### src/hdl/rgbcd_pkg.sv
package rgbcd_pkg;

   // ************************************************
   // Clocks and timebase
   // ************************************************
   localparam int CLK_HZ = 10_000_000;
   localparam int TIMEBASE_HZ = 1_000_000;
   localparam int TIMEBASE_DIV = CLK_HZ / TIMEBASE_HZ;
   localparam logic [3:0] TIMEBASE_LAST = 4'(TIMEBASE_DIV - 1);
   localparam logic [3:0] PWM_TICK_LAST = 4'he;
   localparam int STEP_UNIT_MS = 8;
   localparam int STEP_UNIT_CYCLES_DEF = STEP_UNIT_MS * (CLK_HZ / 1000);

   // ************************************************
   // Link and command byte
   // ************************************************
   localparam logic [6:0] TARGET_ADDR = 7'h38;
   localparam logic [3:0] BITS_PER_BYTE = 4'h8;
   localparam int FUNC_MSB = 7;
   localparam int FUNC_LSB = 5;
   localparam int VAL_MSB = 4;
   localparam int VAL_LSB = 0;

   typedef enum logic [2:0] {
      FN_SHUTDOWN = 3'h0,
      FN_PEAK = 3'h1,
      FN_DUTY1 = 3'h2,
      FN_DUTY2 = 3'h3,
      FN_DUTY3 = 3'h4,
      FN_RISE = 3'h5,
      FN_FALL = 3'h6,
      FN_TIME_RUN = 3'h7
   } rgbcd_func_t;

   // ************************************************
   // Step and duty codes
   // ************************************************
   localparam logic [4:0] STEP_ZERO = 5'h00;
   localparam logic [4:0] STEP_TOP = 5'h1e;
   localparam logic [4:0] STEP_MAX = 5'h1f;
   localparam logic [4:0] DUTY_OFF = 5'h00;
   localparam logic [4:0] DUTY_FULL = 5'h1f;
   localparam logic [4:0] DUR_MIN = 5'h01;

   typedef enum logic [2:0] {
      TS_IDLE = 3'h0,
      TS_ADDR = 3'h1,
      TS_ADDR_ACK = 3'h2,
      TS_DATA = 3'h3,
      TS_DATA_ACK = 3'h4,
      TS_SKIP = 3'h5
   } rgbcd_tgt_state_t;

   typedef enum logic [1:0] {
      DM_IDLE = 2'h0,
      DM_RUN = 2'h1
   } rgbcd_dim_state_t;

   function automatic logic [4:0] rgbcd_eff_step(input logic [4:0] s);
      return (s == STEP_MAX) ? STEP_TOP : s;
   endfunction : rgbcd_eff_step

endpackage : rgbcd_pkg

### src/hdl/rgbcd_dimmer.sv
`timescale 1ns/1ns
module rgbcd_dimmer #(
   parameter int STEP_UNIT_CYCLES = rgbcd_pkg::STEP_UNIT_CYCLES_DEF
) (
   // Clock and reset
   input wire logic sys_clk_i,
   input wire logic rst_n_i,
   // Commands
   input wire logic load_i,
   input wire logic [4:0] load_step_i,
   input wire logic run_i,
   input wire logic run_up_i,
   input wire logic [4:0] target_i,
   input wire logic [4:0] duration_i,
   // State
   output logic [4:0] step_o,
   output logic busy_o
);

   rgbcd_pkg::rgbcd_dim_state_t state_reg, state_next;
   logic [4:0] pos_reg, pos_next;
   logic up_reg, up_next;
   logic wrap_reg, wrap_next;
   logic [4:0] tgt_reg, tgt_next;
   logic [4:0] dur_reg, dur_next;
   logic [31:0] unit_reg, unit_next;
   logic [4:0] mult_reg, mult_next;

   // ************************************************
   // Step timer
   // ************************************************
   wire unit_end = (unit_reg == 32'(STEP_UNIT_CYCLES - 1));
   wire step_tick = unit_end && (mult_reg == dur_reg - 5'h01);
   wire at_target = !wrap_reg && (pos_reg == tgt_reg);
   wire [4:0] dur_eff = (duration_i == 5'h00) ? rgbcd_pkg::DUR_MIN : duration_i;
   wire wrap_start = run_up_i ? (target_i < pos_reg) : (target_i > pos_reg);

   always_comb begin
      state_next = state_reg;
      pos_next = pos_reg;
      up_next = up_reg;
      wrap_next = wrap_reg;
      tgt_next = tgt_reg;
      dur_next = dur_reg;
      unit_next = unit_end ? 32'h0 : unit_reg + 32'h1;
      mult_next = unit_end ? mult_reg + 5'h01 : mult_reg;
      if (step_tick) begin
         mult_next = 5'h00;
      end
      if (load_i) begin
         pos_next = load_step_i;
         state_next = rgbcd_pkg::DM_IDLE;
      end else if (run_i) begin
         state_next = rgbcd_pkg::DM_RUN;
         up_next = run_up_i;
         tgt_next = target_i;
         wrap_next = wrap_start;
         dur_next = dur_eff;
         unit_next = 32'h0;
         mult_next = 5'h00;
      end else begin
         case (state_reg)
            rgbcd_pkg::DM_RUN: begin
               if (at_target) begin
                  state_next = rgbcd_pkg::DM_IDLE;
               end else if (step_tick && wrap_reg && up_reg) begin
                  pos_next = (pos_reg == rgbcd_pkg::STEP_MAX) ? rgbcd_pkg::STEP_ZERO
                                                             : pos_reg + 5'h01;
                  wrap_next = (pos_reg != rgbcd_pkg::STEP_MAX);
               end else if (step_tick && wrap_reg) begin
                  pos_next = (pos_reg == rgbcd_pkg::STEP_ZERO) ? rgbcd_pkg::STEP_MAX
                                                              : pos_reg - 5'h01;
                  wrap_next = (pos_reg != rgbcd_pkg::STEP_ZERO);
               end else if (step_tick) begin
                  pos_next = (pos_reg < tgt_reg) ? pos_reg + 5'h01 : pos_reg - 5'h01;
               end
            end
            default: begin
               state_next = rgbcd_pkg::DM_IDLE;
            end
         endcase
      end
   end

   always_ff @(posedge sys_clk_i) begin
      if (!rst_n_i) begin
         state_reg <= rgbcd_pkg::DM_IDLE;
         pos_reg <= rgbcd_pkg::STEP_ZERO;
         up_reg <= 1'b0;
         wrap_reg <= 1'b0;
         tgt_reg <= rgbcd_pkg::STEP_ZERO;
         dur_reg <= rgbcd_pkg::DUR_MIN;
         unit_reg <= 32'h0;
         mult_reg <= 5'h00;
      end else begin
         state_reg <= state_next;
         pos_reg <= pos_next;
         up_reg <= up_next;
         wrap_reg <= wrap_next;
         tgt_reg <= tgt_next;
         dur_reg <= dur_next;
         unit_reg <= unit_next;
         mult_reg <= mult_next;
      end
   end

   assign step_o = pos_reg;
   assign busy_o = (state_reg == rgbcd_pkg::DM_RUN);

   a_step_move: assert property (@(posedge sys_clk_i) disable iff (!rst_n_i)
      (busy_o && !wrap_reg && !at_target && !step_tick && !load_i && !run_i)
      |=> $stable(pos_reg))
      else $error("Step moved between ticks");

endmodule : rgbcd_dimmer

### src/hdl/rgbcd_i2c_target.sv
`timescale 1ns/1ns
module rgbcd_i2c_target (
   // Clock and reset
   input wire logic sys_clk_i,
   input wire logic rst_n_i,
   // Synchronised link levels
   input wire logic scl_i,
   input wire logic sda_i,
   // Data line drive
   output logic sda_oe_n_o,
   // Received command
   output logic cmd_valid_o,
   output logic [7:0] cmd_byte_o
);

   // ************************************************
   // Edge detection
   // ************************************************
   logic scl_d_reg;
   logic sda_d_reg;
   rgbcd_pkg::rgbcd_tgt_state_t state_reg, state_next;
   logic [3:0] cnt_reg, cnt_next;
   logic [7:0] shift_reg, shift_next;
   logic oe_n_reg, oe_n_next;
   logic valid_reg, valid_next;

   wire scl_rise = scl_i && !scl_d_reg;
   wire scl_fall = !scl_i && scl_d_reg;
   wire start_seen = scl_i && scl_d_reg && !sda_i && sda_d_reg;
   wire stop_seen = scl_i && scl_d_reg && sda_i && !sda_d_reg;
   wire byte_done = scl_fall && (cnt_reg == rgbcd_pkg::BITS_PER_BYTE);
   wire addr_hit = (shift_reg[7:1] == rgbcd_pkg::TARGET_ADDR) && !shift_reg[0];

   // ************************************************
   // Frame sequencer
   // ************************************************
   always_comb begin
      state_next = state_reg;
      cnt_next = cnt_reg;
      shift_next = shift_reg;
      oe_n_next = oe_n_reg;
      valid_next = 1'b0;
      if (start_seen) begin
         state_next = rgbcd_pkg::TS_ADDR;
         cnt_next = 4'h0;
         oe_n_next = 1'b1;
      end else if (stop_seen) begin
         state_next = rgbcd_pkg::TS_IDLE;
         oe_n_next = 1'b1;
      end else begin
         case (state_reg)
            rgbcd_pkg::TS_ADDR, rgbcd_pkg::TS_DATA: begin
               if (scl_rise) begin
                  shift_next = {shift_reg[6:0], sda_i};
                  cnt_next = cnt_reg + 4'h1;
               end
               if (byte_done && state_reg == rgbcd_pkg::TS_ADDR) begin
                  state_next = addr_hit ? rgbcd_pkg::TS_ADDR_ACK : rgbcd_pkg::TS_SKIP;
                  oe_n_next = !addr_hit;
               end else if (byte_done) begin
                  state_next = rgbcd_pkg::TS_DATA_ACK;
                  oe_n_next = 1'b0;
               end
            end
            rgbcd_pkg::TS_ADDR_ACK: begin
               if (scl_fall) begin
                  state_next = rgbcd_pkg::TS_DATA;
                  cnt_next = 4'h0;
                  oe_n_next = 1'b1;
               end
            end
            rgbcd_pkg::TS_DATA_ACK: begin
               valid_next = scl_rise;
               if (scl_fall) begin
                  state_next = rgbcd_pkg::TS_SKIP;
                  oe_n_next = 1'b1;
               end
            end
            default: begin
               oe_n_next = 1'b1;
            end
         endcase
      end
   end

   always_ff @(posedge sys_clk_i) begin
      if (!rst_n_i) begin
         scl_d_reg <= 1'b1;
         sda_d_reg <= 1'b1;
         state_reg <= rgbcd_pkg::TS_IDLE;
         cnt_reg <= 4'h0;
         shift_reg <= 8'h00;
         oe_n_reg <= 1'b1;
         valid_reg <= 1'b0;
      end else begin
         scl_d_reg <= scl_i;
         sda_d_reg <= sda_i;
         state_reg <= state_next;
         cnt_reg <= cnt_next;
         shift_reg <= shift_next;
         oe_n_reg <= oe_n_next;
         valid_reg <= valid_next;
      end
   end

   assign sda_oe_n_o = oe_n_reg;
   assign cmd_valid_o = valid_reg;
   assign cmd_byte_o = shift_reg;

   // ************************************************
   // Checks
   // ************************************************
   a_foreign_addr: assert property (@(posedge sys_clk_i) disable iff (!rst_n_i)
      (state_reg == rgbcd_pkg::TS_ADDR && byte_done && !addr_hit && !start_seen && !stop_seen)
      |=> (oe_n_reg && state_reg == rgbcd_pkg::TS_SKIP))
      else $error("Foreign address acknowledged");

endmodule : rgbcd_i2c_target

### src/hdl/rgbcd_top.sv
`timescale 1ns/1ns
// Overview of operation
// Answer only the fixed seven-bit target address
// Controller only writes; reads get no acknowledge
// One frame: address byte then one command
// Top three bits select one of eight functions
// Code zero shuts down, all LEDs off
// Peak step shared by all, no dimming
// Three independent five-bit duties, 32 steps
// Store upward dimming end step
// Store downward dimming end step
// Top code loads step time, starts dimming
// Step zero forces LED current off
// Step 31 behaves like step 30
// Nonzero step sets current via step code
// Overvoltage halts converter, resumes below low limit
// Duty zero off, full on, proportional between
// Steps equal distance, each lasts step time
// Wrong-side target wraps through extreme first
// New level takes effect on acknowledge
// Foreign address ignored, nothing changes
// All settings zero after reset; dir_up_reg resets to 1 (upward)
module rgbcd_top #(
   parameter int STEP_UNIT_CYCLES = rgbcd_pkg::STEP_UNIT_CYCLES_DEF
) (
   // Clock and reset
   input wire logic sys_clk_i,
   input wire logic rst_n_i,
   // Two-wire link
   input wire logic scl_i,
   input wire logic sda_i,
   output logic sda_o,
   output logic sda_oe_n_o,
   // Output voltage comparators
   input wire logic vout_above_high_i,
   input wire logic vout_below_low_i,
   // LED drive
   output logic led1_on_o,
   output logic led2_on_o,
   output logic led3_on_o,
   output logic [4:0] led_peak_current_o,
   // Status
   output logic converter_en_o,
   output logic dimming_o
);

   // ************************************************
   // Input synchronisers
   // ************************************************
   logic scl_meta_reg;
   logic scl_sync_reg;
   logic sda_meta_reg;
   logic sda_sync_reg;
   logic hi_meta_reg;
   logic hi_sync_reg;
   logic lo_meta_reg;
   logic lo_sync_reg;

   always_ff @(posedge sys_clk_i) begin
      if (!rst_n_i) begin
         scl_meta_reg <= 1'b1;
         scl_sync_reg <= 1'b1;
         sda_meta_reg <= 1'b1;
         sda_sync_reg <= 1'b1;
         hi_meta_reg <= 1'b0;
         hi_sync_reg <= 1'b0;
         lo_meta_reg <= 1'b0;
         lo_sync_reg <= 1'b0;
      end else begin
         scl_meta_reg <= scl_i;
         scl_sync_reg <= scl_meta_reg;
         sda_meta_reg <= sda_i;
         sda_sync_reg <= sda_meta_reg;
         hi_meta_reg <= vout_above_high_i;
         hi_sync_reg <= hi_meta_reg;
         lo_meta_reg <= vout_below_low_i;
         lo_sync_reg <= lo_meta_reg;
      end
   end

   // ************************************************
   // Link target
   // ************************************************
   logic tgt_oe_n;
   logic cmd_valid;
   logic [7:0] cmd_byte;

   rgbcd_i2c_target u_target (
      .sys_clk_i(sys_clk_i),
      .rst_n_i(rst_n_i),
      .scl_i(scl_sync_reg),
      .sda_i(sda_sync_reg),
      .sda_oe_n_o(tgt_oe_n),
      .cmd_valid_o(cmd_valid),
      .cmd_byte_o(cmd_byte)
   );

   // ************************************************
   // Command decode
   // ************************************************
   wire rgbcd_pkg::rgbcd_func_t cmd_func =
      rgbcd_pkg::rgbcd_func_t'(cmd_byte[rgbcd_pkg::FUNC_MSB:rgbcd_pkg::FUNC_LSB]);
   wire [4:0] cmd_val = cmd_byte[rgbcd_pkg::VAL_MSB:rgbcd_pkg::VAL_LSB];
   wire wr_shutdown = cmd_valid && (cmd_func == rgbcd_pkg::FN_SHUTDOWN);
   wire wr_peak = cmd_valid && (cmd_func == rgbcd_pkg::FN_PEAK);
   wire wr_duty1 = cmd_valid && (cmd_func == rgbcd_pkg::FN_DUTY1);
   wire wr_duty2 = cmd_valid && (cmd_func == rgbcd_pkg::FN_DUTY2);
   wire wr_duty3 = cmd_valid && (cmd_func == rgbcd_pkg::FN_DUTY3);
   wire wr_rise = cmd_valid && (cmd_func == rgbcd_pkg::FN_RISE);
   wire wr_fall = cmd_valid && (cmd_func == rgbcd_pkg::FN_FALL);
   wire wr_time = cmd_valid && (cmd_func == rgbcd_pkg::FN_TIME_RUN);
   wire wr_other = cmd_valid && !wr_shutdown;

   // ************************************************
   // Stored settings
   // ************************************************
   logic shutdown_reg;
   logic [4:0] led1_duty_reg;
   logic [4:0] led2_duty_reg;
   logic [4:0] led3_duty_reg;
   logic [4:0] rise_target_step_reg;
   logic [4:0] fall_target_step_reg;
   logic [4:0] dim_step_duration_reg;
   logic dir_up_reg;

   always_ff @(posedge sys_clk_i) begin
      if (!rst_n_i) begin
         shutdown_reg <= 1'b0;
         led1_duty_reg <= rgbcd_pkg::DUTY_OFF;
         led2_duty_reg <= rgbcd_pkg::DUTY_OFF;
         led3_duty_reg <= rgbcd_pkg::DUTY_OFF;
         rise_target_step_reg <= rgbcd_pkg::STEP_ZERO;
         fall_target_step_reg <= rgbcd_pkg::STEP_ZERO;
         dim_step_duration_reg <= 5'h00;
         dir_up_reg <= 1'b1;
      end else begin
         shutdown_reg <= wr_shutdown || (shutdown_reg && !wr_other);
         led1_duty_reg <= wr_duty1 ? cmd_val : led1_duty_reg;
         led2_duty_reg <= wr_duty2 ? cmd_val : led2_duty_reg;
         led3_duty_reg <= wr_duty3 ? cmd_val : led3_duty_reg;
         rise_target_step_reg <= wr_rise ? cmd_val : rise_target_step_reg;
         fall_target_step_reg <= wr_fall ? cmd_val : fall_target_step_reg;
         dim_step_duration_reg <= wr_time ? cmd_val : dim_step_duration_reg;
         dir_up_reg <= wr_rise || (dir_up_reg && !wr_fall);
      end
   end

   // ************************************************
   // Gradual dimming
   // ************************************************
   logic [4:0] dim_step;
   logic dim_busy;
   wire [4:0] run_target = dir_up_reg ? rise_target_step_reg : fall_target_step_reg;

   rgbcd_dimmer #(
      .STEP_UNIT_CYCLES(STEP_UNIT_CYCLES)
   ) u_dimmer (
      .sys_clk_i(sys_clk_i),
      .rst_n_i(rst_n_i),
      .load_i(wr_peak),
      .load_step_i(cmd_val),
      .run_i(wr_time),
      .run_up_i(dir_up_reg),
      .target_i(run_target),
      .duration_i(cmd_val),
      .step_o(dim_step),
      .busy_o(dim_busy)
   );

   // ************************************************
   // Timebase and PWM phase
   // ************************************************
   logic [3:0] tb_cnt_reg;
   logic [3:0] pwm_div_reg;
   logic [4:0] pwm_phase_reg;
   wire tb_tick = (tb_cnt_reg == rgbcd_pkg::TIMEBASE_LAST);
   wire pwm_tick = tb_tick && (pwm_div_reg == rgbcd_pkg::PWM_TICK_LAST);

   always_ff @(posedge sys_clk_i) begin
      if (!rst_n_i) begin
         tb_cnt_reg <= 4'h0;
         pwm_div_reg <= 4'h0;
         pwm_phase_reg <= 5'h00;
      end else begin
         tb_cnt_reg <= tb_tick ? 4'h0 : tb_cnt_reg + 4'h1;
         pwm_div_reg <= pwm_tick ? 4'h0 : (tb_tick ? pwm_div_reg + 4'h1 : pwm_div_reg);
         pwm_phase_reg <= pwm_tick ? pwm_phase_reg + 5'h01 : pwm_phase_reg;
      end
   end

   function automatic logic rgbcd_duty_on(input logic [4:0] duty, input logic [4:0] phase);
      return (duty == rgbcd_pkg::DUTY_FULL) || (phase < duty);
   endfunction : rgbcd_duty_on

   // ************************************************
   // LED drive and converter guard
   // ************************************************
   wire [4:0] eff_step = rgbcd_pkg::rgbcd_eff_step(dim_step);
   wire drive_ok = !shutdown_reg && (eff_step != rgbcd_pkg::STEP_ZERO);
   wire led1_next = drive_ok && rgbcd_duty_on(led1_duty_reg, pwm_phase_reg);
   wire led2_next = drive_ok && rgbcd_duty_on(led2_duty_reg, pwm_phase_reg);
   wire led3_next = drive_ok && rgbcd_duty_on(led3_duty_reg, pwm_phase_reg);
   wire [4:0] step_next = shutdown_reg ? rgbcd_pkg::STEP_ZERO : eff_step;

   logic guard_ok_reg;
   wire guard_ok_next = hi_sync_reg ? 1'b0 : (lo_sync_reg ? 1'b1 : guard_ok_reg);

   logic led1_reg;
   logic led2_reg;
   logic led3_reg;
   logic [4:0] step_out_reg;
   logic conv_en_reg;
   logic dim_out_reg;
   logic sda_out_reg;
   logic oe_n_out_reg;

   always_ff @(posedge sys_clk_i) begin
      if (!rst_n_i) begin
         guard_ok_reg <= 1'b1;
         led1_reg <= 1'b0;
         led2_reg <= 1'b0;
         led3_reg <= 1'b0;
         step_out_reg <= rgbcd_pkg::STEP_ZERO;
         conv_en_reg <= 1'b0;
         dim_out_reg <= 1'b0;
         sda_out_reg <= 1'b0;
         oe_n_out_reg <= 1'b1;
      end else begin
         guard_ok_reg <= guard_ok_next;
         led1_reg <= led1_next;
         led2_reg <= led2_next;
         led3_reg <= led3_next;
         step_out_reg <= step_next;
         conv_en_reg <= guard_ok_next && !shutdown_reg;
         dim_out_reg <= dim_busy;
         sda_out_reg <= 1'b0;
         oe_n_out_reg <= tgt_oe_n;
      end
   end

   assign sda_o = sda_out_reg;
   assign sda_oe_n_o = oe_n_out_reg;
   assign led1_on_o = led1_reg;
   assign led2_on_o = led2_reg;
   assign led3_on_o = led3_reg;
   assign led_peak_current_o = step_out_reg;
   assign converter_en_o = conv_en_reg;
   assign dimming_o = dim_out_reg;

   // ************************************************
   // Checks
   // ************************************************
   a_shutdown_dark: assert property (@(posedge sys_clk_i) disable iff (!rst_n_i)
      shutdown_reg |=> (!led1_reg && !led2_reg && !led3_reg && step_out_reg == 5'h00))
      else $error("LED lit during shutdown");

   a_peak_direct: assert property (@(posedge sys_clk_i) disable iff (!rst_n_i)
      wr_peak |=> (!dim_busy && dim_step == $past(cmd_val)) ##1
      (step_out_reg == rgbcd_pkg::rgbcd_eff_step($past(cmd_val, 2))))
      else $error("Peak step not applied directly");

   a_duty_store: assert property (@(posedge sys_clk_i) disable iff (!rst_n_i)
      (wr_duty2 && !wr_duty1) |=> (led2_duty_reg == $past(cmd_val) && $stable(led1_duty_reg)))
      else $error("Duty write wrong");

   a_rise_target: assert property (@(posedge sys_clk_i) disable iff (!rst_n_i)
      wr_rise |=> (rise_target_step_reg == $past(cmd_val) && dir_up_reg))
      else $error("Upward target not stored");

   a_fall_target: assert property (@(posedge sys_clk_i) disable iff (!rst_n_i)
      wr_fall |=> (fall_target_step_reg == $past(cmd_val) && !dir_up_reg))
      else $error("Downward target not stored");

   a_dim_start: assert property (@(posedge sys_clk_i) disable iff (!rst_n_i)
      wr_time |=> (dim_busy && dim_step_duration_reg == $past(cmd_val)))
      else $error("Dimming did not start");

   a_zero_step: assert property (@(posedge sys_clk_i) disable iff (!rst_n_i)
      (step_out_reg == rgbcd_pkg::STEP_ZERO) |-> (!led1_reg && !led2_reg && !led3_reg))
      else $error("LED lit at step zero");

   a_top_code: assert property (@(posedge sys_clk_i) disable iff (!rst_n_i)
      (dim_step == rgbcd_pkg::STEP_MAX && !shutdown_reg) |=> (step_out_reg == rgbcd_pkg::STEP_TOP))
      else $error("Top step not folded");

   a_guard_halt: assert property (@(posedge sys_clk_i) disable iff (!rst_n_i)
      hi_sync_reg |=> !conv_en_reg ##0 (!lo_sync_reg && !hi_sync_reg) [*2] |-> !conv_en_reg)
      else $error("Converter ran above limit");

   a_guard_stop: assert property (@(posedge sys_clk_i) disable iff (!rst_n_i)
      hi_sync_reg |=> !conv_en_reg)
      else $error("Converter not stopped above limit");

   a_guard_resume: assert property (@(posedge sys_clk_i) disable iff (!rst_n_i)
      (lo_sync_reg && !hi_sync_reg && !shutdown_reg) |=> conv_en_reg)
      else $error("Converter did not resume");

   a_duty_full: assert property (@(posedge sys_clk_i) disable iff (!rst_n_i)
      (drive_ok && led3_duty_reg == rgbcd_pkg::DUTY_FULL) |=> led3_reg)
      else $error("Full duty not on");

   a_duty_off: assert property (@(posedge sys_clk_i) disable iff (!rst_n_i)
      (led1_duty_reg == rgbcd_pkg::DUTY_OFF) |=> !led1_reg)
      else $error("Zero duty lit");

endmodule : rgbcd_top

### config.mk
export PLATFORM = sky130hd
export DESIGN_NAME = rgbcd_top
export DESIGN_NICKNAME = d
export VERILOG_FILES = /design/src/hdl/rgbcd_pkg.sv /design/src/hdl/rgbcd_dimmer.sv /design/src/hdl/rgbcd_i2c_target.sv /design/src/hdl/rgbcd_top.sv
export SDC_FILE = /design/constraint.sdc
export NUM_CORES = 1
export LEC_CHECK = 0
export BUFFER_PORTS_ARGS = -buffer_cell sky130_fd_sc_hd__buf_2
export CORE_ASPECT_RATIO = 0.9
export CORE_MARGIN = 2
export CORE_UTILIZATION = 56
export DETAILED_ROUTE_END_ITERATION = 8
export PLACE_DENSITY = 0.76
export SYNTH_ARGS = -nofsm -noshare
export SYNTH_HDL_FRONTEND = slang
export SYNTH_SLANG_ARGS = --single-unit
### constraint.sdc
create_clock -name sys_clk_i -period 2.5 [get_ports sys_clk_i]
set_input_delay 0.25 -clock sys_clk_i [delete_from_list [all_inputs] [get_ports sys_clk_i]]
set_output_delay 0.25 -clock sys_clk_i [all_outputs]
set_load 0.005 [all_outputs]
== Yosys cells after proc, flatten, opt, wreduce, memory -nomap -nowiden ==
Cells that the tools add are included.

* Register bits after elaboration: 134
* Word-level logic and storage cells: 219

* $add $sub $neg: 9
* Magnitude comparators: 6
* Equality and inequality tests: 35
* Multiplexer cells: 46
* Bitwise logic cells: 5
* Reductions and logical operators: 76

{| class="wikitable"
|+ Operator list
! cell !! count
|-
| $mux W32 || 3
|-
| $mux W5 || 17
|-
| $add A32 B1 Y32 const B || 1
|-
| $eq A32 B17 Y1 const B || 1
|-
| $logic_and A1 B1 Y1 || 31
|-
| $lt A5 B5 Y1 || 5
|-
| $reduce_and A4 Y1 || 6
|-
| $eq A5 B5 Y1 const B || 4
|-
| $mux W1 || 16
|-
| $add A5 B1 Y5 const B || 3
|-
| $eq A3 B3 Y1 const B || 5
|-
| $mux W3 || 5
|-
| $reduce_bool A5 Y1 || 3
|-
| $ne A2 B1 Y1 const B || 7
|-
| $reduce_or A2 Y1 || 7
|-
| $add A4 B1 Y4 const B || 3
|-
| $eq A3 B2 Y1 const B || 4
|-
| $eq A4 B4 Y1 const B || 3
|-
| $logic_not A1 Y1 || 11
|-
| $eq A5 B5 Y1 || 2
|-
| $logic_not A5 Y1 || 2
|-
| $sub A5 B1 Y5 const B || 2
|-
| $pmux W3 S3 || 1
|-
| $mux W4 || 2
|-
| 18 further kinds || 33
|}

== Longest topological paths before layout ==
* Word-level depth: 10
* Mapped depth: 10

== Hierarchy ==
A second synthesis with hierarchy kept.

* Cell total of the unflattened synthesis: 773
* Area total of the unflattened synthesis: 6774.0 sq um

{| class="wikitable"
|+ Modules (own cells, without submodules)
! module !! times used !! cells each !! area an instance (sq um)
|-
| rgbcd_dimmer || 1 || 394 || 3209.3
|-
| rgbcd_top || 1 || 273 || 2643.8
|-
| rgbcd_i2c_target || 1 || 106 || 920.9
|}

== Worst setup path before layout ==
Ideal clock, no wire load.

* Path kind: register -> register
* From: reg u_dimmer.dur_reg[0]
* To: reg u_dimmer.pos_reg[2] (netlist: u_dimmer.step_o[2])
* Setup time: 122 ps
* Data arrival time: 2236 ps
* Required time: 2378 ps
* Setup slack: 142 ps
* Stages on the path, launching flop included: 11
* Path buffers: 1
* Clock period less this slack: 2358 ps
* Cell sequence: dfxtp_1 > inv_1 > ha_1 > xnor2_1 > o2bb2ai_1 > a2111oi_4 > and2_1 > buf_4 > nor2_1 > o31a_1 > a221o_1

* Cells in the longest elaborated chain, start to end: 10
* Elaborated cells between the ends (all ways): 13
* Classes of those cells: 1 x add/sub; 1 x eq/ne; 6 x mux; 5 x reduce/logical

{| class="wikitable"
|+ Ends and longest elaborated chain
! element !! RTL line !! text
|-
| start: declaration || rgbcd_dimmer.sv:25 || <nowiki>logic [4:0] dur_reg, dur_next;</nowiki>
|-
| start signal: assignment || rgbcd_dimmer.sv:92 || <nowiki>dur_reg <= rgbcd_pkg::DUR_MIN;</nowiki>
|-
| start signal: assignment || rgbcd_dimmer.sv:101 || <nowiki>dur_reg <= dur_next;</nowiki>
|-
| $sub A5 B1 Y5 (*) || rgbcd_dimmer.sv:33 || <nowiki>wire step_tick = unit_end && (mult_reg == dur_reg - 5'h01);</nowiki>
|-
| $eq A5 B5 Y1 (*) || rgbcd_dimmer.sv:33 ||
|-
| $logic_and A1 B1 Y1 (*) || rgbcd_dimmer.sv:33 ||
|-
| $logic_and A1 B1 Y1 || rgbcd_dimmer.sv:66, rgbcd_dimmer.sv:70 ||
|-
| $mux W5 / $logic_and A1 B1 Y1 (equally long branches) || rgbcd_dimmer.sv:70, rgbcd_dimmer.sv:66 ||
|-
| $mux W5 || rgbcd_dimmer.sv:66 || <nowiki>end else if (step_tick && wrap_reg && up_reg) begin</nowiki>
|-
| $mux W5 || rgbcd_dimmer.sv:64 || <nowiki>if (at_target) begin</nowiki>
|-
| $mux W5 || rgbcd_dimmer.sv:62 || <nowiki>case (state_reg)</nowiki>
|-
| $mux W5 || rgbcd_dimmer.sv:53 || <nowiki>end else if (run_i) begin</nowiki>
|-
| $mux W5 || rgbcd_dimmer.sv:50 || <nowiki>if (load_i) begin</nowiki>
|-
| end signal: assignment || rgbcd_dimmer.sv:88 || <nowiki>pos_reg <= rgbcd_pkg::STEP_ZERO;</nowiki>
|-
| end signal: assignment || rgbcd_dimmer.sv:97 || <nowiki>pos_reg <= pos_next;</nowiki>
|-
| end: declaration || rgbcd_dimmer.sv:21 || <nowiki>logic [4:0] pos_reg, pos_next;</nowiki>
|}

Mark *: on every way between the ends. The rest lies on a longest branch, timed or not. The select of a mux whose other input is x is not followed.
A chain may end at the register's enable or synchronous reset.

== Worst setup path after layout ==
* From: reg u_dimmer.unit_reg[1]
* To: reg u_dimmer.unit_reg[26]

* Cells in the longest elaborated chain, start to end: 4
* Elaborated cells between the ends (all ways): 5
* Classes of those cells: 1 x add/sub; 1 x eq/ne; 3 x mux

{| class="wikitable"
|+ Ends and longest elaborated chain
! element !! RTL line !! text
|-
| start: declaration || rgbcd_dimmer.sv:26 || <nowiki>logic [31:0] unit_reg, unit_next;</nowiki>
|-
| start signal: assignment || rgbcd_dimmer.sv:102 || <nowiki>unit_reg <= unit_next;</nowiki>
|-
| $add A32 B1 Y32 / $eq A32 B17 Y1 (equally long branches) || rgbcd_dimmer.sv:45, rgbcd_dimmer.sv:32 ||
|-
| $mux W32 (*) || rgbcd_dimmer.sv:45 || <nowiki>unit_next = unit_end ? 32'h0 : unit_reg + 32'h1;</nowiki>
|-
| $mux W32 || rgbcd_dimmer.sv:53 ||
|-
| $mux W32 (*) || rgbcd_dimmer.sv:50 ||
|}

Mark *: on every way between the ends. The rest lies on a longest branch, timed or not.

==> out/qor.csv <==
metric,value,unit
global-route wire length before repair,22.73,mm
Reg2Reg Depth,8,
Residual DRC,0,
crit path max-delay cell type,or3_4,
max FFs per register,32,
endpoint class of the critical path,register,
RePlAce Congestion,0.8940,
Setup TNS Final,0,ns
worst reg2reg setup slack,0.14,ns
WP data arrival,2.71,ns
Detailed Routing Iterations Pass 1,6,
CTS sink cnt,134,
YS warnings,0,
DIE AREA,12400,um^2
top cell type by total area after synthesis,dfxtp_1,
CTS tree,yes,
# nets final,806,
die width,117.2,um
Reg2Reg Capture Point,u_dimmer.unit_reg[26]$_SDFF_PN0_,
Mapped Area,6454,um^2
share of cells above drive strength 1,0.1223,
initial drt markers,293,
Pleak,2.981,nW
synth cell count leaders,"dfxtp_1 (134), nor2_1 (123), nand2_1 (52)",
Critical Path End,u_dimmer.unit_reg[26]$_SDFF_PN0_,
CP required,2.85,ns
worst vdd ir,0.4250,mV
final setup vio count,0,
RSZ-0062 raised after global routing,false,
Storage cell area,2684,um^2
Initial Util,0.5690,
post-synth top area share,0.4157,
top post-synthesis cells by area,"dfxtp_1 (42%), nor2_1 (7.2%), ha_1 (6.8%)",
"EDFF count, synth",0,
Max-Cap Viols,0,
CP Class,register to register,
Die Y,105.8,um
relative slew slack,0.5791,
Finished Layout Cells,933,
GRT Residual Overflow,0,
Site Rows,37,
CTS H-tree lvls,4,
vias in the first global route,5026,
R2R Path Start,u_dimmer.unit_reg[1]$_SDFF_PN0_,
Worst Setup SP,u_dimmer.unit_reg[1]$_SDFF_PN0_,
worst slew pin tran,0.6307,ns
Post-Place Cells,900,
Worst setup SP type,register,
area added between synthesis and finish,14.58,%
ys flop type,dfxtp_1,
min Tclk post-route,2.357,ns
multi-input logic area,3507,um^2
asr flop ratio synth,0,
DP Wirelength,9.342,mm
port bufs,16,
Bufs on Longest Clock Path,2,
pwr/cell area,640.4,nW/um^2
Pins Over Slew Limit,0,
synthesized flop and latch total,134,
clock skew,0.008407,ns
CP cell instances,ha_1 -> nand3_1 -> or3_4 -> nor2b_4 -> and2_4 -> or3b_4 -> or3_1 -> a21oi_2,
clock-pin slew on the worst setup and hold paths,0.06,ns
Hold Path Class,primary input to register,
Netlist cell types,61,
Mapped Cells,744,
core box area,11340,um^2
ANT nets after route,0,
period utilisation layout,0.9428,
CTS buffer count,17,
Ports,18,
"Clk Latency, worst-skew pair",0.41,ns
GR Util All Layers,0.2306,
Routed WL per cell,14.41,um
WL final,13.45,mm
Worst path max stage delay,0.44,ns
Syn Area/Cell,8.674,um^2
Clock Tree Root,clkbuf_16,
initial antenna violation count,0,
pin count of the biggest net entering global routing,45,
final hold vios,0,
Finished Core Util,0.6520,
via count,5164,
syn_nets,785,
status,"finished, final reports clean",
top-count cell post-synth,dfxtp_1,
ANT cells,0,
CP max FO,7,
Fillers,912,
fmax,0.4243,GHz
via/cell ratio,5.535,
sequential area share after synthesis,0.4157,
placed cells by master (no fill, tap or decap), drive strengths merged, types with 20 or more instances in the layout:
| master | n |
|---|---|
| mux2i | 41 |
| inv | 41 |
| a21oi | 28 |
| buf | 40 |
| nand2 | 52 |
| ha | 35 |
| clkbuf | 20 |
| nor2 | 123 |
| xnor2 | 20 |
| dfxtp | 134 |
| xor2 | 30 |
power by group:
group	internal [W]	switching (W)
clock	0.00154	0.000921
sequential	0.00216	0.0000177
combinational	0.0000372	0.0000614
routing by layer:
layer	GRT usage	vias to the layer above	wire length (um)
met3	0.05463	25	748
met4	0.1017	0	222
met5	0	-	0
li1	-	2578	-
met2	0.3744	134	6595
met1	0.2887	2427	5883
critical path, delay by kind of cell (launching register included):
kind	cells	cell delay, ns
AO/OA/AOI/OAI	1	0.14
AND/OR/NAND/NOR	6	1.60
flip-flops	1	0.35
adder cells (fa/ha/maj)	1	0.20
cell families (layout without fill, tap and decap cells):
logic type | Yosys count | count (layout) | share of synthesized area
compound gates | 96 | 96 | 0.09888
xor+xnor | 50 | 50 | 0.06786
fa+ha+maj | 35 | 35 | 0.06786
buf+inv | 77 | 110 | 0.04672
flops | 134 | 134 | 0.4157
mux | 45 | 45 | 0.07057
other cells | 1 | 1 | 0.0005811
simple gates | 306 | 306 | 0.2319
worst min-delay path by stage:
stage / start / to / slack [ns] / cells after the start
after detailed placement: scl_meta_reg$_SDFF_PN1_ / scl_sync_reg$_SDFF_PN1_ / 0.40 / 1
after floorplan: rst_n_i / sda_sync_reg$_SDFF_PN1_ / 0.32 / 1
after global placement: scl_meta_reg$_SDFF_PN1_ / scl_sync_reg$_SDFF_PN1_ / 0.39 / 1
after global routing: scl_i / scl_meta_reg$_SDFF_PN1_ / 0.02 / 2
final: scl_i / scl_meta_reg$_SDFF_PN1_ / 0.02 / 2
after CTS: scl_i / scl_meta_reg$_SDFF_PN1_ / 0.005 / 2
stage by stage:
step | instance area [um^2] | hold WS, ns | power, W | setup WS, ns
finish | 7395 | 0.01694 | 0.004736 | 0.1431
global route | 7395 | 0.01628 | 0.004889 | 0.02843
floorplan | 6454 | 0.3230 | 0.002289 | 0.1417
global placement | 6751 | 0.3899 | 0.002312 | 0.1084
detailed placement | 6751 | 0.3999 | 0.002318 | 0.03818
CTS | 7341 | 0.004940 | 0.004780 | 0.01958
area by class of cell:
| class | count | area share |
|---|---|---|
| clock buffers | 20 | 0.06311 |
| clock inverters | 11 | 0.01658 |
| inverters | 39 | 0.01980 |
| multi-input cells | 533 | 0.4743 |
| flip-flops and latches | 134 | 0.3629 |
| well taps | 156 | 0.02640 |
| repair buffers | 40 | 0.03689 |
timing repair:
action	CTS	global route
resized for setup	0	13
setup endpoints to repair	0	7
hold buffers	0	0
setup buffers	0	2
(Power assumes the default switching activity.)
